--- src/verilog/tbah_defs.svh ---
// Constants of the Type B anticollision handler: offsets, codes, field positions, reset values
`ifndef TBAH_DEFS_SVH
`define TBAH_DEFS_SVH
// ==========================================================
// Register offsets (byte addresses)
`define TBAH_REG_AFI      8'h00
`define TBAH_REG_UID_LO   8'h04
`define TBAH_REG_UID_HI   8'h08
`define TBAH_REG_APP      8'h0c
`define TBAH_REG_STATUS   8'h10
// ==========================================================
// Reset values
`define TBAH_AFI_RST      8'h00
`define TBAH_UID_RST      32'h0000_0000
`define TBAH_APP_RST      32'h0000_0000
`define TBAH_LFSR_SEED    16'hace1
// ==========================================================
// Command and answer codes
`define TBAH_CMD_REQ      8'h05
`define TBAH_CMD_HALT     8'h50
`define TBAH_CMD_ATTRIB   8'h1d
`define TBAH_CMD_DESEL    8'hc2
`define TBAH_CMD_DESEL_C  8'hca
`define TBAH_MARK_LOW     4'h5
`define TBAH_ATQB_IND     8'h50
`define TBAH_HALT_ANS     8'h00
`define TBAH_PI_RATE      8'h77
`define TBAH_PI_SIZE      8'h21
`define TBAH_PI_FWI       4'h7
`define TBAH_PI_ADC       2'h0
`define TBAH_PI_FO        2'h1
// ==========================================================
// Field positions and sizes
`define TBAH_PAR_WUPB     3
`define TBAH_N_MAX_CODE   3'h4
`define TBAH_PCB_CID      3
`define TBAH_MAX_FRAME    5'h1a
`define TBAH_RX_KEEP      9
`define TBAH_TX_KEEP      12
`endif

--- src/verilog/tbah_pkg.sv ---
// Types shared by the Type B anticollision handler modules
package tbah_pkg;
  // Gray coded along IDLE -> WAIT -> READY -> ACTIVE -> HALT
  typedef enum logic [2:0] {
    TBAH_IDLE   = 3'h0,
    TBAH_WAIT   = 3'h1,
    TBAH_READY  = 3'h3,
    TBAH_ACTIVE = 3'h2,
    TBAH_HALT   = 3'h6
  } tbah_state_t;
  typedef enum logic [1:0] {
    TBAH_ANS_ATQB = 2'h0,
    TBAH_ANS_HALT = 2'h1,
    TBAH_ANS_ATTR = 2'h2,
    TBAH_ANS_DESL = 2'h3
  } tbah_ans_t;
endpackage

--- src/verilog/tbah_byte_if.sv ---
// Byte stream between the handler core and its link serialisers
`timescale 1ns/1ps
interface tbah_byte_if;
  logic       valid;
  logic       ready;
  logic [7:0] data;
  logic       eof;
  logic       crc_ok;
  modport src (output valid, output data, output eof, output crc_ok, input ready);
  modport snk (input valid, input data, input eof, input crc_ok, output ready);
endinterface

--- src/verilog/tbah_link_rx.sv ---
// Link receiver: samples link pins, assembles bytes LSB first, flags frame end
`timescale 1ns/1ps
`include "tbah_defs.svh"
module tbah_link_rx (
  input  wire logic clk_in,
  input  wire logic sys_rst_in,
  input  wire logic ce_in,
  input  wire logic link_clk_in,
  input  wire logic link_data_in,
  input  wire logic link_frame_in,
  input  wire logic link_crc_ok_in,
  tbah_byte_if.src  rx
);
  logic [3:0] s1_q, s2_q;
  logic       clk_prev_q, frm_prev_q;
  logic [7:0] sh_q;
  logic [2:0] cnt_q;
  logic       valid_q, eof_q, crc_q;
  logic       rise, frm_fall;
  // ==========================================================
  // Two-stage synchronisers; only the second stage is looked at
  always_ff @(posedge clk_in) begin
    if (sys_rst_in) begin
      s1_q <= 4'h0;
      s2_q <= 4'h0;
    end else if (ce_in) begin
      s1_q <= {link_crc_ok_in, link_frame_in, link_data_in, link_clk_in};
      s2_q <= s1_q;
    end
  end
  assign rise     = s2_q[0] & ~clk_prev_q;
  assign frm_fall = ~s2_q[2] & frm_prev_q;
  // ==========================================================
  // Bit assembly; a partial byte at frame end is dropped
  always_ff @(posedge clk_in) begin
    if (sys_rst_in) begin
      clk_prev_q <= 1'b0;
      frm_prev_q <= 1'b0;
      sh_q       <= 8'h00;
      cnt_q      <= 3'h0;
      valid_q    <= 1'b0;
      eof_q      <= 1'b0;
      crc_q      <= 1'b0;
    end else if (ce_in) begin
      clk_prev_q <= s2_q[0];
      frm_prev_q <= s2_q[2];
      if (rx.ready)
        valid_q <= 1'b0;
      if (frm_fall) begin
        valid_q <= 1'b1;
        eof_q   <= 1'b1;
        crc_q   <= s2_q[3];
        cnt_q   <= 3'h0;
      end else if (rise && s2_q[2]) begin
        sh_q  <= {s2_q[1], sh_q[7:1]};
        cnt_q <= cnt_q + 3'h1;
        if (cnt_q == 3'h7) begin
          valid_q <= 1'b1;
          eof_q   <= 1'b0;
        end
      end
    end
  end
  assign rx.valid  = valid_q;
  assign rx.data   = sh_q;
  assign rx.eof    = eof_q;
  assign rx.crc_ok = crc_q;
endmodule

--- src/verilog/tbah_link_tx.sv ---
// Link transmitter: shifts answer bytes out LSB first on falling link clock edges
`timescale 1ns/1ps
module tbah_link_tx (
  input  wire logic clk_in,
  input  wire logic sys_rst_in,
  input  wire logic ce_in,
  input  wire logic link_clk_in,
  tbah_byte_if.snk  tx,
  output logic      link_tx_data_out,
  output logic      link_tx_en_out
);
  logic       s1_q, s2_q, prev_q, busy_q, last_q;
  logic [7:0] sh_q;
  logic [2:0] cnt_q;
  logic       fall;
  // ==========================================================
  // Link clock sampled like any outside pin
  always_ff @(posedge clk_in) begin
    if (sys_rst_in) begin
      s1_q   <= 1'b0;
      s2_q   <= 1'b0;
      prev_q <= 1'b0;
    end else if (ce_in) begin
      s1_q   <= link_clk_in;
      s2_q   <= s1_q;
      prev_q <= s2_q;
    end
  end
  assign fall     = ~s2_q & prev_q;
  // Next byte is taken only once the eighth bit has been out a full period, so bytes run without gaps
  assign tx.ready = ce_in & fall & (~busy_q | (cnt_q == 3'h0 && !last_q));
  // ==========================================================
  // Shifter
  always_ff @(posedge clk_in) begin
    if (sys_rst_in) begin
      busy_q           <= 1'b0;
      last_q           <= 1'b0;
      sh_q             <= 8'h00;
      cnt_q            <= 3'h0;
      link_tx_data_out <= 1'b0;
      link_tx_en_out   <= 1'b0;
    end else if (ce_in && fall) begin
      if (tx.valid && tx.ready) begin
        busy_q           <= 1'b1;
        last_q           <= tx.eof;
        sh_q             <= {1'b0, tx.data[7:1]};
        cnt_q            <= 3'h1;
        link_tx_data_out <= tx.data[0];
        link_tx_en_out   <= 1'b1;
      end else if (busy_q && cnt_q != 3'h0) begin
        sh_q             <= {1'b0, sh_q[7:1]};
        cnt_q            <= cnt_q + 3'h1;
        link_tx_data_out <= sh_q[0];
      end else begin
        busy_q           <= 1'b0;
        link_tx_data_out <= 1'b0;
        link_tx_en_out   <= 1'b0;
      end
    end
  end
endmodule

--- src/verilog/tbah_core.sv ---
// Type B anticollision handler: state machine, AFI filter, slot draw and answer assembly
//
// The address-and-strobe port and the register addresses were left to the implementer.
`timescale 1ns/1ps
`include "tbah_defs.svh"
module tbah_core (
  input  wire logic        clk_in,
  input  wire logic        sys_rst_in,
  input  wire logic        ce_in,
  input  wire logic [7:0]  reg_addr_in,
  input  wire logic [31:0] reg_wdata_in,
  input  wire logic        reg_wr_in,
  input  wire logic        reg_rd_in,
  output logic      [31:0] reg_rdata_out,
  input  wire logic        link_clk_in,
  input  wire logic        link_data_in,
  input  wire logic        link_frame_in,
  input  wire logic        link_crc_ok_in,
  output logic             link_tx_data_out,
  output logic             link_tx_en_out
);
  tbah_byte_if rx_if ();
  tbah_byte_if tx_if ();

  tbah_pkg::tbah_state_t state_q;
  tbah_pkg::tbah_ans_t   ans_kind;
  logic [7:0]  afi_q;
  logic [31:0] uid_lo_q, uid_hi_q, app_q;
  logic [15:0] lfsr_q;
  logic [3:0]  r_q, cid_q, r_new;
  logic [7:0]  rx_buf_q [`TBAH_RX_KEEP];
  logic [7:0]  tx_buf_q [`TBAH_TX_KEEP];
  logic [4:0]  rx_cnt_q;
  logic        over_q, addr_hit_q;
  logic        tx_busy_q;
  logic [3:0]  tx_idx_q, tx_len_q;
  logic        fr_done, fr_ok, send;
  logic        is_req, n_ok, wupb, afi_hit, req_take, mark_hit, halt_hit, attr_hit, desel_hit, blk_hit;
  logic [2:0]  n_code;
  logic [3:0]  n_mask;
  logic        pupi_ok;

  // ==========================================================
  // Link serialisers
  tbah_link_rx u_rx (
    .clk_in         (clk_in),
    .sys_rst_in     (sys_rst_in),
    .ce_in          (ce_in),
    .link_clk_in    (link_clk_in),
    .link_data_in   (link_data_in),
    .link_frame_in  (link_frame_in),
    .link_crc_ok_in (link_crc_ok_in),
    .rx             (rx_if.src)
  );
  tbah_link_tx u_tx (
    .clk_in           (clk_in),
    .sys_rst_in       (sys_rst_in),
    .ce_in            (ce_in),
    .link_clk_in      (link_clk_in),
    .tx               (tx_if.snk),
    .link_tx_data_out (link_tx_data_out),
    .link_tx_en_out   (link_tx_en_out)
  );
  // Bytes are consumed as soon as they appear
  assign rx_if.ready = ce_in;

  // ==========================================================
  // Frame collection; only the first bytes are kept, length is counted to the limit
  assign fr_done = ce_in & rx_if.valid & rx_if.eof;
  assign fr_ok   = fr_done & rx_if.crc_ok & ~over_q;
  generate
    for (genvar i = 0; i < `TBAH_RX_KEEP; i++) begin : g_rxb
      always_ff @(posedge clk_in) begin
        if (sys_rst_in)
          rx_buf_q[i] <= 8'h00;
        else if (ce_in && rx_if.valid && !rx_if.eof && rx_cnt_q == 5'(i))
          rx_buf_q[i] <= rx_if.data;
      end
    end
  endgenerate
  always_ff @(posedge clk_in) begin
    if (sys_rst_in) begin
      rx_cnt_q <= 5'h00;
      over_q   <= 1'b0;
    end else if (ce_in && rx_if.valid) begin
      if (rx_if.eof) begin
        rx_cnt_q <= 5'h00;
        over_q   <= 1'b0;
      end else if (rx_cnt_q == `TBAH_MAX_FRAME) begin
        over_q <= 1'b1;
      end else begin
        rx_cnt_q <= rx_cnt_q + 5'h01;
      end
    end
  end

  // ==========================================================
  // Free-running generator; runs even when no request is pending
  always_ff @(posedge clk_in) begin
    if (sys_rst_in)
      lfsr_q <= `TBAH_LFSR_SEED;
    else if (ce_in)
      lfsr_q <= {lfsr_q[14:0], lfsr_q[15] ^ lfsr_q[13] ^ lfsr_q[12] ^ lfsr_q[10]};
  end

  // ==========================================================
  // Request decode
  always_comb begin
    is_req  = (rx_cnt_q >= 5'h03) && (rx_buf_q[0] == `TBAH_CMD_REQ);
    n_code  = rx_buf_q[2][2:0];
    n_ok    = (n_code <= `TBAH_N_MAX_CODE);
    wupb    = rx_buf_q[2][`TBAH_PAR_WUPB];
    n_mask  = 4'((5'h01 << n_code) - 5'h01);
    r_new   = lfsr_q[3:0] & n_mask;
    // AFI filter
    if (rx_buf_q[1] == 8'h00)
      afi_hit = 1'b1;
    else if (rx_buf_q[1][3:0] == 4'h0)
      afi_hit = (rx_buf_q[1][7:4] == afi_q[7:4]);
    else
      afi_hit = (rx_buf_q[1] == afi_q);
    pupi_ok  = ({rx_buf_q[4], rx_buf_q[3], rx_buf_q[2], rx_buf_q[1]} == uid_lo_q);
    req_take = fr_ok && is_req && n_ok && state_q != tbah_pkg::TBAH_ACTIVE
               && !(state_q == tbah_pkg::TBAH_HALT && !wupb);
    mark_hit = fr_ok && rx_cnt_q == 5'h01 && rx_buf_q[0][3:0] == `TBAH_MARK_LOW
               && rx_buf_q[0][7:4] != 4'h0 && state_q == tbah_pkg::TBAH_WAIT
               && rx_buf_q[0][7:4] == r_q;
    halt_hit = fr_ok && rx_cnt_q == 5'h05 && rx_buf_q[0] == `TBAH_CMD_HALT
               && pupi_ok && state_q == tbah_pkg::TBAH_READY;
    attr_hit = fr_ok && rx_cnt_q >= 5'h09 && rx_buf_q[0] == `TBAH_CMD_ATTRIB
               && pupi_ok && state_q == tbah_pkg::TBAH_READY;
    desel_hit = fr_ok && state_q == tbah_pkg::TBAH_ACTIVE
                && ((rx_cnt_q == 5'h01 && rx_buf_q[0] == `TBAH_CMD_DESEL && cid_q == 4'h0)
                 || (rx_cnt_q == 5'h02 && rx_buf_q[0] == `TBAH_CMD_DESEL_C
                     && rx_buf_q[1][3:0] == cid_q));
    // Other ACTIVE frames belong to the block protocol; only their addressing is checked here
    blk_hit = fr_ok && state_q == tbah_pkg::TBAH_ACTIVE && !desel_hit
              && ((rx_buf_q[0][`TBAH_PCB_CID] && rx_cnt_q >= 5'h02 && rx_buf_q[1][3:0] == cid_q)
               || (!rx_buf_q[0][`TBAH_PCB_CID] && cid_q == 4'h0));
  end

  // ==========================================================
  // Protocol state
  always_ff @(posedge clk_in) begin
    if (sys_rst_in) begin
      state_q <= tbah_pkg::TBAH_IDLE;
      r_q     <= 4'h0;
      cid_q   <= 4'h0;
    end else if (ce_in) begin
      if (req_take) begin
        if (afi_hit) begin
          r_q <= r_new;
          if (n_code == 3'h0 || r_new == 4'h0)
            state_q <= tbah_pkg::TBAH_READY;
          else
            state_q <= tbah_pkg::TBAH_WAIT;
        end else begin
          state_q <= tbah_pkg::TBAH_IDLE;
        end
      end else if (mark_hit) begin
        state_q <= tbah_pkg::TBAH_READY;
      end else if (halt_hit) begin
        state_q <= tbah_pkg::TBAH_HALT;
      end else if (attr_hit) begin
        state_q <= tbah_pkg::TBAH_ACTIVE;
        cid_q   <= rx_buf_q[8][3:0];
      end else if (desel_hit) begin
        state_q <= tbah_pkg::TBAH_HALT;
      end
    end
  end

  // ==========================================================
  // Answer selection
  always_comb begin
    send     = 1'b0;
    ans_kind = tbah_pkg::TBAH_ANS_ATQB;
    if ((req_take && afi_hit && (n_code == 3'h0 || r_new == 4'h0)) || mark_hit) begin
      send = 1'b1;
    end else if (halt_hit) begin
      send     = 1'b1;
      ans_kind = tbah_pkg::TBAH_ANS_HALT;
    end else if (attr_hit) begin
      send     = 1'b1;
      ans_kind = tbah_pkg::TBAH_ANS_ATTR;
    end else if (desel_hit) begin
      send     = 1'b1;
      ans_kind = tbah_pkg::TBAH_ANS_DESL;
    end
  end

  // ==========================================================
  // Answer buffer and feed to the transmitter
  always_ff @(posedge clk_in) begin
    if (sys_rst_in) begin
      for (int k = 0; k < `TBAH_TX_KEEP; k++)
        tx_buf_q[k] <= 8'h00;
      tx_busy_q <= 1'b0;
      tx_idx_q  <= 4'h0;
      tx_len_q  <= 4'h0;
    end else if (ce_in) begin
      if (send && !tx_busy_q) begin
        tx_busy_q <= 1'b1;
        tx_idx_q  <= 4'h0;
        case (ans_kind)
          tbah_pkg::TBAH_ANS_ATQB: begin
            tx_buf_q[0]  <= `TBAH_ATQB_IND;
            tx_buf_q[1]  <= uid_lo_q[7:0];
            tx_buf_q[2]  <= uid_lo_q[15:8];
            tx_buf_q[3]  <= uid_lo_q[23:16];
            tx_buf_q[4]  <= uid_lo_q[31:24];
            tx_buf_q[5]  <= app_q[7:0];
            tx_buf_q[6]  <= app_q[15:8];
            tx_buf_q[7]  <= app_q[23:16];
            tx_buf_q[8]  <= app_q[31:24];
            tx_buf_q[9]  <= `TBAH_PI_RATE;
            tx_buf_q[10] <= `TBAH_PI_SIZE;
            tx_buf_q[11] <= {`TBAH_PI_FWI, `TBAH_PI_ADC, `TBAH_PI_FO};
            tx_len_q     <= 4'hc;
          end
          tbah_pkg::TBAH_ANS_HALT: begin
            tx_buf_q[0] <= `TBAH_HALT_ANS;
            tx_len_q    <= 4'h1;
          end
          tbah_pkg::TBAH_ANS_ATTR: begin
            tx_buf_q[0] <= {4'h0, rx_buf_q[8][3:0]};
            tx_len_q    <= 4'h1;
          end
          default: begin
            tx_buf_q[0] <= rx_buf_q[0];
            tx_buf_q[1] <= rx_buf_q[1];
            tx_len_q    <= 4'(rx_cnt_q);
          end
        endcase
      end else if (tx_busy_q && tx_if.ready) begin
        if (tx_idx_q == tx_len_q - 4'h1)
          tx_busy_q <= 1'b0;
        else
          tx_idx_q <= tx_idx_q + 4'h1;
      end
    end
  end
  assign tx_if.valid  = tx_busy_q;
  assign tx_if.data   = tx_buf_q[tx_idx_q];
  assign tx_if.eof    = (tx_idx_q == tx_len_q - 4'h1);
  assign tx_if.crc_ok = 1'b1;

  // ==========================================================
  // Register writes; the addressed flag is sticky, a new hit beats a clear
  always_ff @(posedge clk_in) begin
    if (sys_rst_in) begin
      afi_q      <= `TBAH_AFI_RST;
      uid_lo_q   <= `TBAH_UID_RST;
      uid_hi_q   <= `TBAH_UID_RST;
      app_q      <= `TBAH_APP_RST;
      addr_hit_q <= 1'b0;
    end else if (ce_in) begin
      if (reg_wr_in) begin
        case (reg_addr_in)
          `TBAH_REG_AFI:    afi_q    <= reg_wdata_in[7:0];
          `TBAH_REG_UID_LO: uid_lo_q <= reg_wdata_in;
          `TBAH_REG_UID_HI: uid_hi_q <= reg_wdata_in;
          `TBAH_REG_APP:    app_q    <= reg_wdata_in;
          default: ;
        endcase
      end
      if (blk_hit)
        addr_hit_q <= 1'b1;
      else if (reg_wr_in && reg_addr_in == `TBAH_REG_STATUS && reg_wdata_in[12])
        addr_hit_q <= 1'b0;
    end
  end

  // ==========================================================
  // Register reads, answered one cycle later; unmapped reads give zero
  always_ff @(posedge clk_in) begin
    if (sys_rst_in) begin
      reg_rdata_out <= 32'h0000_0000;
    end else if (ce_in) begin
      if (reg_rd_in) begin
        case (reg_addr_in)
          `TBAH_REG_AFI:    reg_rdata_out <= {24'h000000, afi_q};
          `TBAH_REG_UID_LO: reg_rdata_out <= uid_lo_q;
          `TBAH_REG_UID_HI: reg_rdata_out <= uid_hi_q;
          `TBAH_REG_APP:    reg_rdata_out <= app_q;
          `TBAH_REG_STATUS: reg_rdata_out <= {18'h00000, tx_busy_q, addr_hit_q, cid_q, r_q, 1'b0, state_q};
          default:          reg_rdata_out <= 32'h0000_0000;
        endcase
      end else begin
        reg_rdata_out <= 32'h0000_0000;
      end
    end
  end

  // ==========================================================
  // Checks
  active_entry_a: assert property (@(posedge clk_in) disable iff (sys_rst_in)
    (state_q == tbah_pkg::TBAH_ACTIVE && $past(state_q) != tbah_pkg::TBAH_ACTIVE)
    |-> ($past(state_q) == tbah_pkg::TBAH_READY && $past(rx_buf_q[0]) == `TBAH_CMD_ATTRIB))
    else $error("ACTIVE entered other than from READY on ATTRIB");
  active_answer_a: assert property (@(posedge clk_in) disable iff (sys_rst_in)
    (ce_in && attr_hit && !tx_busy_q) |=> (tx_busy_q && tx_len_q == 4'h1 && tx_buf_q[0][3:0] == cid_q))
    else $error("No confirmation queued on entering ACTIVE");
  cid_store_a: assert property (@(posedge clk_in) disable iff (sys_rst_in)
    (ce_in && attr_hit) |=> (cid_q == $past(rx_buf_q[8][3:0])))
    else $error("Card identifier not stored from ATTRIB");
  deselect_halt_a: assert property (@(posedge clk_in) disable iff (sys_rst_in)
    ($past(state_q) == tbah_pkg::TBAH_ACTIVE && state_q != tbah_pkg::TBAH_ACTIVE)
    |-> (state_q == tbah_pkg::TBAH_HALT))
    else $error("ACTIVE left to a state other than HALT");
  halt_reqb_a: assert property (@(posedge clk_in) disable iff (sys_rst_in)
    (ce_in && fr_done && state_q == tbah_pkg::TBAH_HALT && is_req && !wupb) |=> (state_q == tbah_pkg::TBAH_HALT))
    else $error("HALT reacted to REQB");
  afi_wild_a: assert property (@(posedge clk_in) disable iff (sys_rst_in)
    (ce_in && req_take && rx_buf_q[1] == 8'h00) |=> (state_q inside {tbah_pkg::TBAH_READY, tbah_pkg::TBAH_WAIT}))
    else $error("AFI 00h request not processed");
  single_slot_a: assert property (@(posedge clk_in) disable iff (sys_rst_in)
    (ce_in && req_take && afi_hit && n_code == 3'h0) |=> (state_q == tbah_pkg::TBAH_READY && tx_busy_q))
    else $error("Single slot request did not answer at once");
  slot_range_a: assert property (@(posedge clk_in) disable iff (sys_rst_in)
    (ce_in && req_take && afi_hit) |=> (r_q <= $past(n_mask)))
    else $error("Drawn slot outside the slot count");
  atqb_head_a: assert property (@(posedge clk_in) disable iff (sys_rst_in)
    (ce_in && mark_hit && !tx_busy_q) |=> (tx_buf_q[0] == `TBAH_ATQB_IND && tx_len_q == 4'hc))
    else $error("Slot marker answer is not an ATQB");
  crc_drop_a: assert property (@(posedge clk_in) disable iff (sys_rst_in)
    (ce_in && fr_done && !rx_if.crc_ok) |=> ($stable(state_q) && $stable(r_q)))
    else $error("Frame with bad CRC changed the state");
endmodule

--- config.mk ---
export PLATFORM = sky130hd
export DESIGN_NAME = tbah_core
export DESIGN_NICKNAME = d
export VERILOG_FILES = /design/src/verilog/tbah_pkg.sv /design/src/verilog/tbah_byte_if.sv /design/src/verilog/tbah_link_rx.sv /design/src/verilog/tbah_link_tx.sv /design/src/verilog/tbah_core.sv
export VERILOG_INCLUDE_DIRS = /design/src /design/src/verilog
export SDC_FILE = /design/constraint.sdc
export NUM_CORES = 1
export LEC_CHECK = 0
export BUFFER_PORTS_ARGS = -buffer_cell sky130_fd_sc_hd__buf_2
export CAP_MARGIN = 10
export CELL_PAD_IN_SITES_DETAIL_PLACEMENT = 0
export CELL_PAD_IN_SITES_GLOBAL_PLACEMENT = 2
export CORE_ASPECT_RATIO = 1.5
export CORE_UTILIZATION = 43
export DETAILED_ROUTE_END_ITERATION = 7
export GPL_ROUTABILITY_DRIVEN = 1
export PLACE_DENSITY = 0.86
export SYNTH_ARGS = -nofsm -noshare
export SYNTH_HDL_FRONTEND = slang
export SYNTH_SLANG_ARGS = --single-unit
--- constraint.sdc ---
create_clock -name clk_in -period 22.6 [get_ports clk_in]
set_input_delay 4.52 -clock clk_in [delete_from_list [all_inputs] [get_ports clk_in]]
set_output_delay 4.52 -clock clk_in [all_outputs]
set_load 0.02 [all_outputs]
==> summary.md <==
| Metric | Value |
|---|---|
| Max clock buf depth | `3` |
| Root buffer cell | `clkbuf_16` |
| First-pass GRT wire length | `70.2 mm` |
| Post-cts hold buffer count | `0` |
| TritonCTS clock tree | `done` |
| Max Slew Vio Count | `0` |
| Synth unique cells | `76` |
| Die ar. | `37200 um2` |
| HP Class | `reg -> reg` |
| IO Pins | `83` |
| Die width | `158 um` |
| # clock sinks | `338` |
| Ys async rst share | `0%` |
| Row count | `85` |
| Minimum clock period | `7710 ps` |
| Post-Syn Instances | `1617` |
| Final hold vios | `0` |
| # setup viols final | `0` |
| Crit path max fanout | `40` |
| Syn_area_per_cell | `9.67 um2` |
| H-tree depth | `2` |
| Area growth syn-to-layout | `11.5%` |
| Worst Hold Launch | `u_tx.sh_q[1]` |
| Critical Path Start Type | `primary input` |
| CP required | `22750 ps` |
| Wire length per cell | `21.3 um` |
| Core area | `roughly 36000 um2` |
| First drt pass iteration count | `5` |
| Fillers | `3470` |
| Buffers added on ports | `82` |
| Worst skew pair latency | `540 ps` |
| Post-DP HPWL | `32.3 mm` |
| Post-synth EDFFs | `roughly 120` |
| P per Cell Area | `73.2 nW/um2` |
| Pin count of the biggest net entering global routing | `86` |
| Switching share of power | `between 20% and 30%` |
| Share of power burned in registers | `50.8%` |
| Critical path data arrival time | `approximately 7900 ps` |
| Outcome | `finished clean` |
| Fin crit share | `34.1%` |
| Initial antenna violation count | `1` |
| Syn Nets | `1681` |
| Post-CTS Setup Inserts | `0` |
| Total number of vias | `11900` |
| CP Class | `in -> reg` |
| FMAX | `0.130 GHz` |
| FF-to-FF Start | `rx_cnt_q[1]` |
| Die H | `236 um` |
| DRC | `0` |
| Initial Utilization | `43.6%` |
| Worst-margin pin slew | `1120 ps` |
| Setup TNS | `0 ps` |
| GP Congestion | `between 0.9 and 1` |
| Ys flop type | `dfxtp_1` |
| Crit path capture type | `flip-flop` |
| Worst hold slack | `454 ps` |
| Layout cells sized above 1 | `14.8%` |
| Cell Int Power | `990 uW` |
| Max_cap viols | `0` |
| Total CTS buffers | `34` |
| Net switching power figure | `286 uW` |
| Antenna-violating nets left | `0` |
| GRT Total Usage | `25.2%` |
| Vias in the first global route | `roughly 12000` |
| # resized after CTS | `0` |
| Post-placement cell count | `2082` |
| Global route overflow | `0` |
| Crit path launch | `ce_in` |
| Vias per cell | `5.53` |
| Final std cells w/o fill | `2144` |
| Final net count | `1704` |
| RSZ-0062 raised after global routing | `false` |
| Peak supply drop | `66.2 uV` |
| Iter 0 DRT Violations | `between 800 and 900` |
| Reg clk slew, reported paths | `60 ps` |
| Gate power share | `3.7%` |
| Clock skew | `20.5 ps` |
| Wirelength, routed | `~46 mm` |
| Multi-input logic area | `6910 um2` |
| Synthesized area | `15600 um2` |
| Fin util | `48.6%` |
| Sequential area share after synthesis | `50.8%` |
| Power share of the clock group | `45.5%` |
| Worst slew margin | `24.6%` |
| Ys Warns | `0` |
| FF/Latch Area | `7950 um2` |
| Static Leak | `6.01 nW` |
| #FFs+latches synth | `338` |
## metal layers
metal | part of all wire (%) | vias to the layer above | GRT usage (%)
met4 | 4.0 | 0 | 10.6
met1 | 39 | 5754 | 29.7
met2 | 53 | 304 | 45.4
li1 | - | 5713 | -
met5 | 0 | - | 0
met3 | 4.1 | 88 | 3.13
## final timing paths
path / to / slack (ps) / depth (start not counted)
hold / removal: u_tx.sh_q[1] / 450 / 2
hold reg to reg: u_tx.sh_q[1] / 450 / 2
setup / recovery: tx_buf_q[0][7] / 14890 / 11
setup reg to reg: tx_buf_q[8][2] / 18330 / 12
## synthesized netlist by cell type (7+ instances only)
cell type / count / area share (%)
nor3_2: 12 / 0.77
mux2_2: 28 / 2.0
edfxtp_1: 118 / 23
mux4_2: 24 / 3.5
nor4_1: 12 / 0.48
nor2b_1: 9 / 0.36
nor2_1: 124 / 3.0
ha_1: 15 / 1.2
buf_6: 10 / 0.72
o21ai_0: 19 / 0.61
nor3_1: 66 / 2.1
buf_2: 17 / 0.54
xnor2_1: 43 / 2.4
clkbuf_1: 78 / 1.9
mux2i_1: 50 / 3.2
nand4_1: 16 / 0.64
nand2_1: 268 / 6.4
a22oi_1: 36 / 1.7
nand3_1: 16 / 0.51
and2_1: 26 / 1.0
and3_1: 34 / 1.4
a21oi_1: 157 / 5.0
a22o_1: 25 / 1.4
dfxtp_1: 220 / 28
a211oi_1: 7 / 0.34
inv_1: 75 / 1.8
xor2_1: 16 / 0.90
## layout make-up
| type | count | area share (%) |
|---|---|---|
| Inverter | 78 | 1.68 |
| Timing Repair Buffer | 99 | 3.12 |
| Antenna cell | 1 | 0.0144 |
| Clock buffer | 45 | 5.46 |
| Tap cell | 478 | 3.43 |
| Clock inverter | 16 | 1.07 |
| Multi-Input combinational cell | 1089 | 39.6 |
| Sequential cell | 338 | 45.6 |
## per-stage QoR
| stage | power [mW] | worst slack (ps) | instance area, um2 |
|---|---|---|---|
| floorplan | 0.689 | 12110 | 15600 |
| global placement | 0.710 | 14450 | 16300 |
| detailed placement | 0.710 | 14370 | 16300 |
| CTS | 1.29 | 14910 | 17400 |
| global route | 1.32 | 14380 | 17400 |
| finish | 1.28 | 14890 | 17400 |
## power groups by stage
stage               sequential [mW]  combinational [mW]  clock, mW
global route                  0.649              0.0517      0.617
CTS                           0.649              0.0481      0.592
detailed placement            0.662              0.0480          0
global placement              0.662              0.0476          0
finish                        0.649              0.0476      0.581
floorplan                     0.657              0.0321          0
## critical path: stages
cell and delay, ps:
buf_2 70, buf_4 460, and4b_1 340, nor4b_1 430
nand2_1 150, nor2_1 180, nor2_1 100, inv_1 80
ha_1 620, nor4_1 120, o21ai_0 770
## flip-flops by register name, summed over array words and instances, names as in the netlist, 3 cells and up, named ones only
signal	flops
tx_len_q	4
r_q	4
rx_buf_q	44
u_tx.sh_q	7
u_rx.s1_q	4
afi_q	8
app_q	32
tx_idx_q	4
lfsr_q	16
tx_buf_q	74
u_rx.cnt_q	3
u_rx.rx.data	8
rx_cnt_q	5
uid_hi_q	32
reg_rdata_out	32
cid_q	4
u_rx.s2_q	4
u_tx.cnt_q	3
state_q	3
uid_lo_q	32
## cells by family after synthesis
group | synth area share, %
adders and majority gates | 1.20
AOI/OAI and AO/OA | 11.2
xor gates and xnor gates | 3.30
and+or+nand+nor | 19.6
muxes | 8.67
DFF | 50.8
buffers and inverters | 5.24
## cell usage in the layout (no fill, tap or decap), drive strengths merged, types with 9 or more instances in the layout
cell type | netlist | layout
a22oi | 36 | 36
mux2i | 50 | 50
nor2 | 124 | 124
buf | 33 | 99
xnor2 | 43 | 43
a22o | 25 | 25
inv | 75 | 77
a21oi | 158 | 158
and3 | 34 | 34
nor3 | 78 | 78
ha | 15 | 15
edfxtp | 118 | 118
dfxtp | 220 | 220
nand2 | 268 | 268
o21ai | 20 | 20
clkbuf | 79 | 45
mux4 | 24 | 24
and2 | 27 | 27
nand4 | 16 | 16
nor4 | 13 | 13
clkinv | 3 | 12
nand3 | 16 | 16
mux2 | 28 | 28
xor2 | 16 | 16
nor2b | 9 | 9
Power figures use the tool's default switching activity.
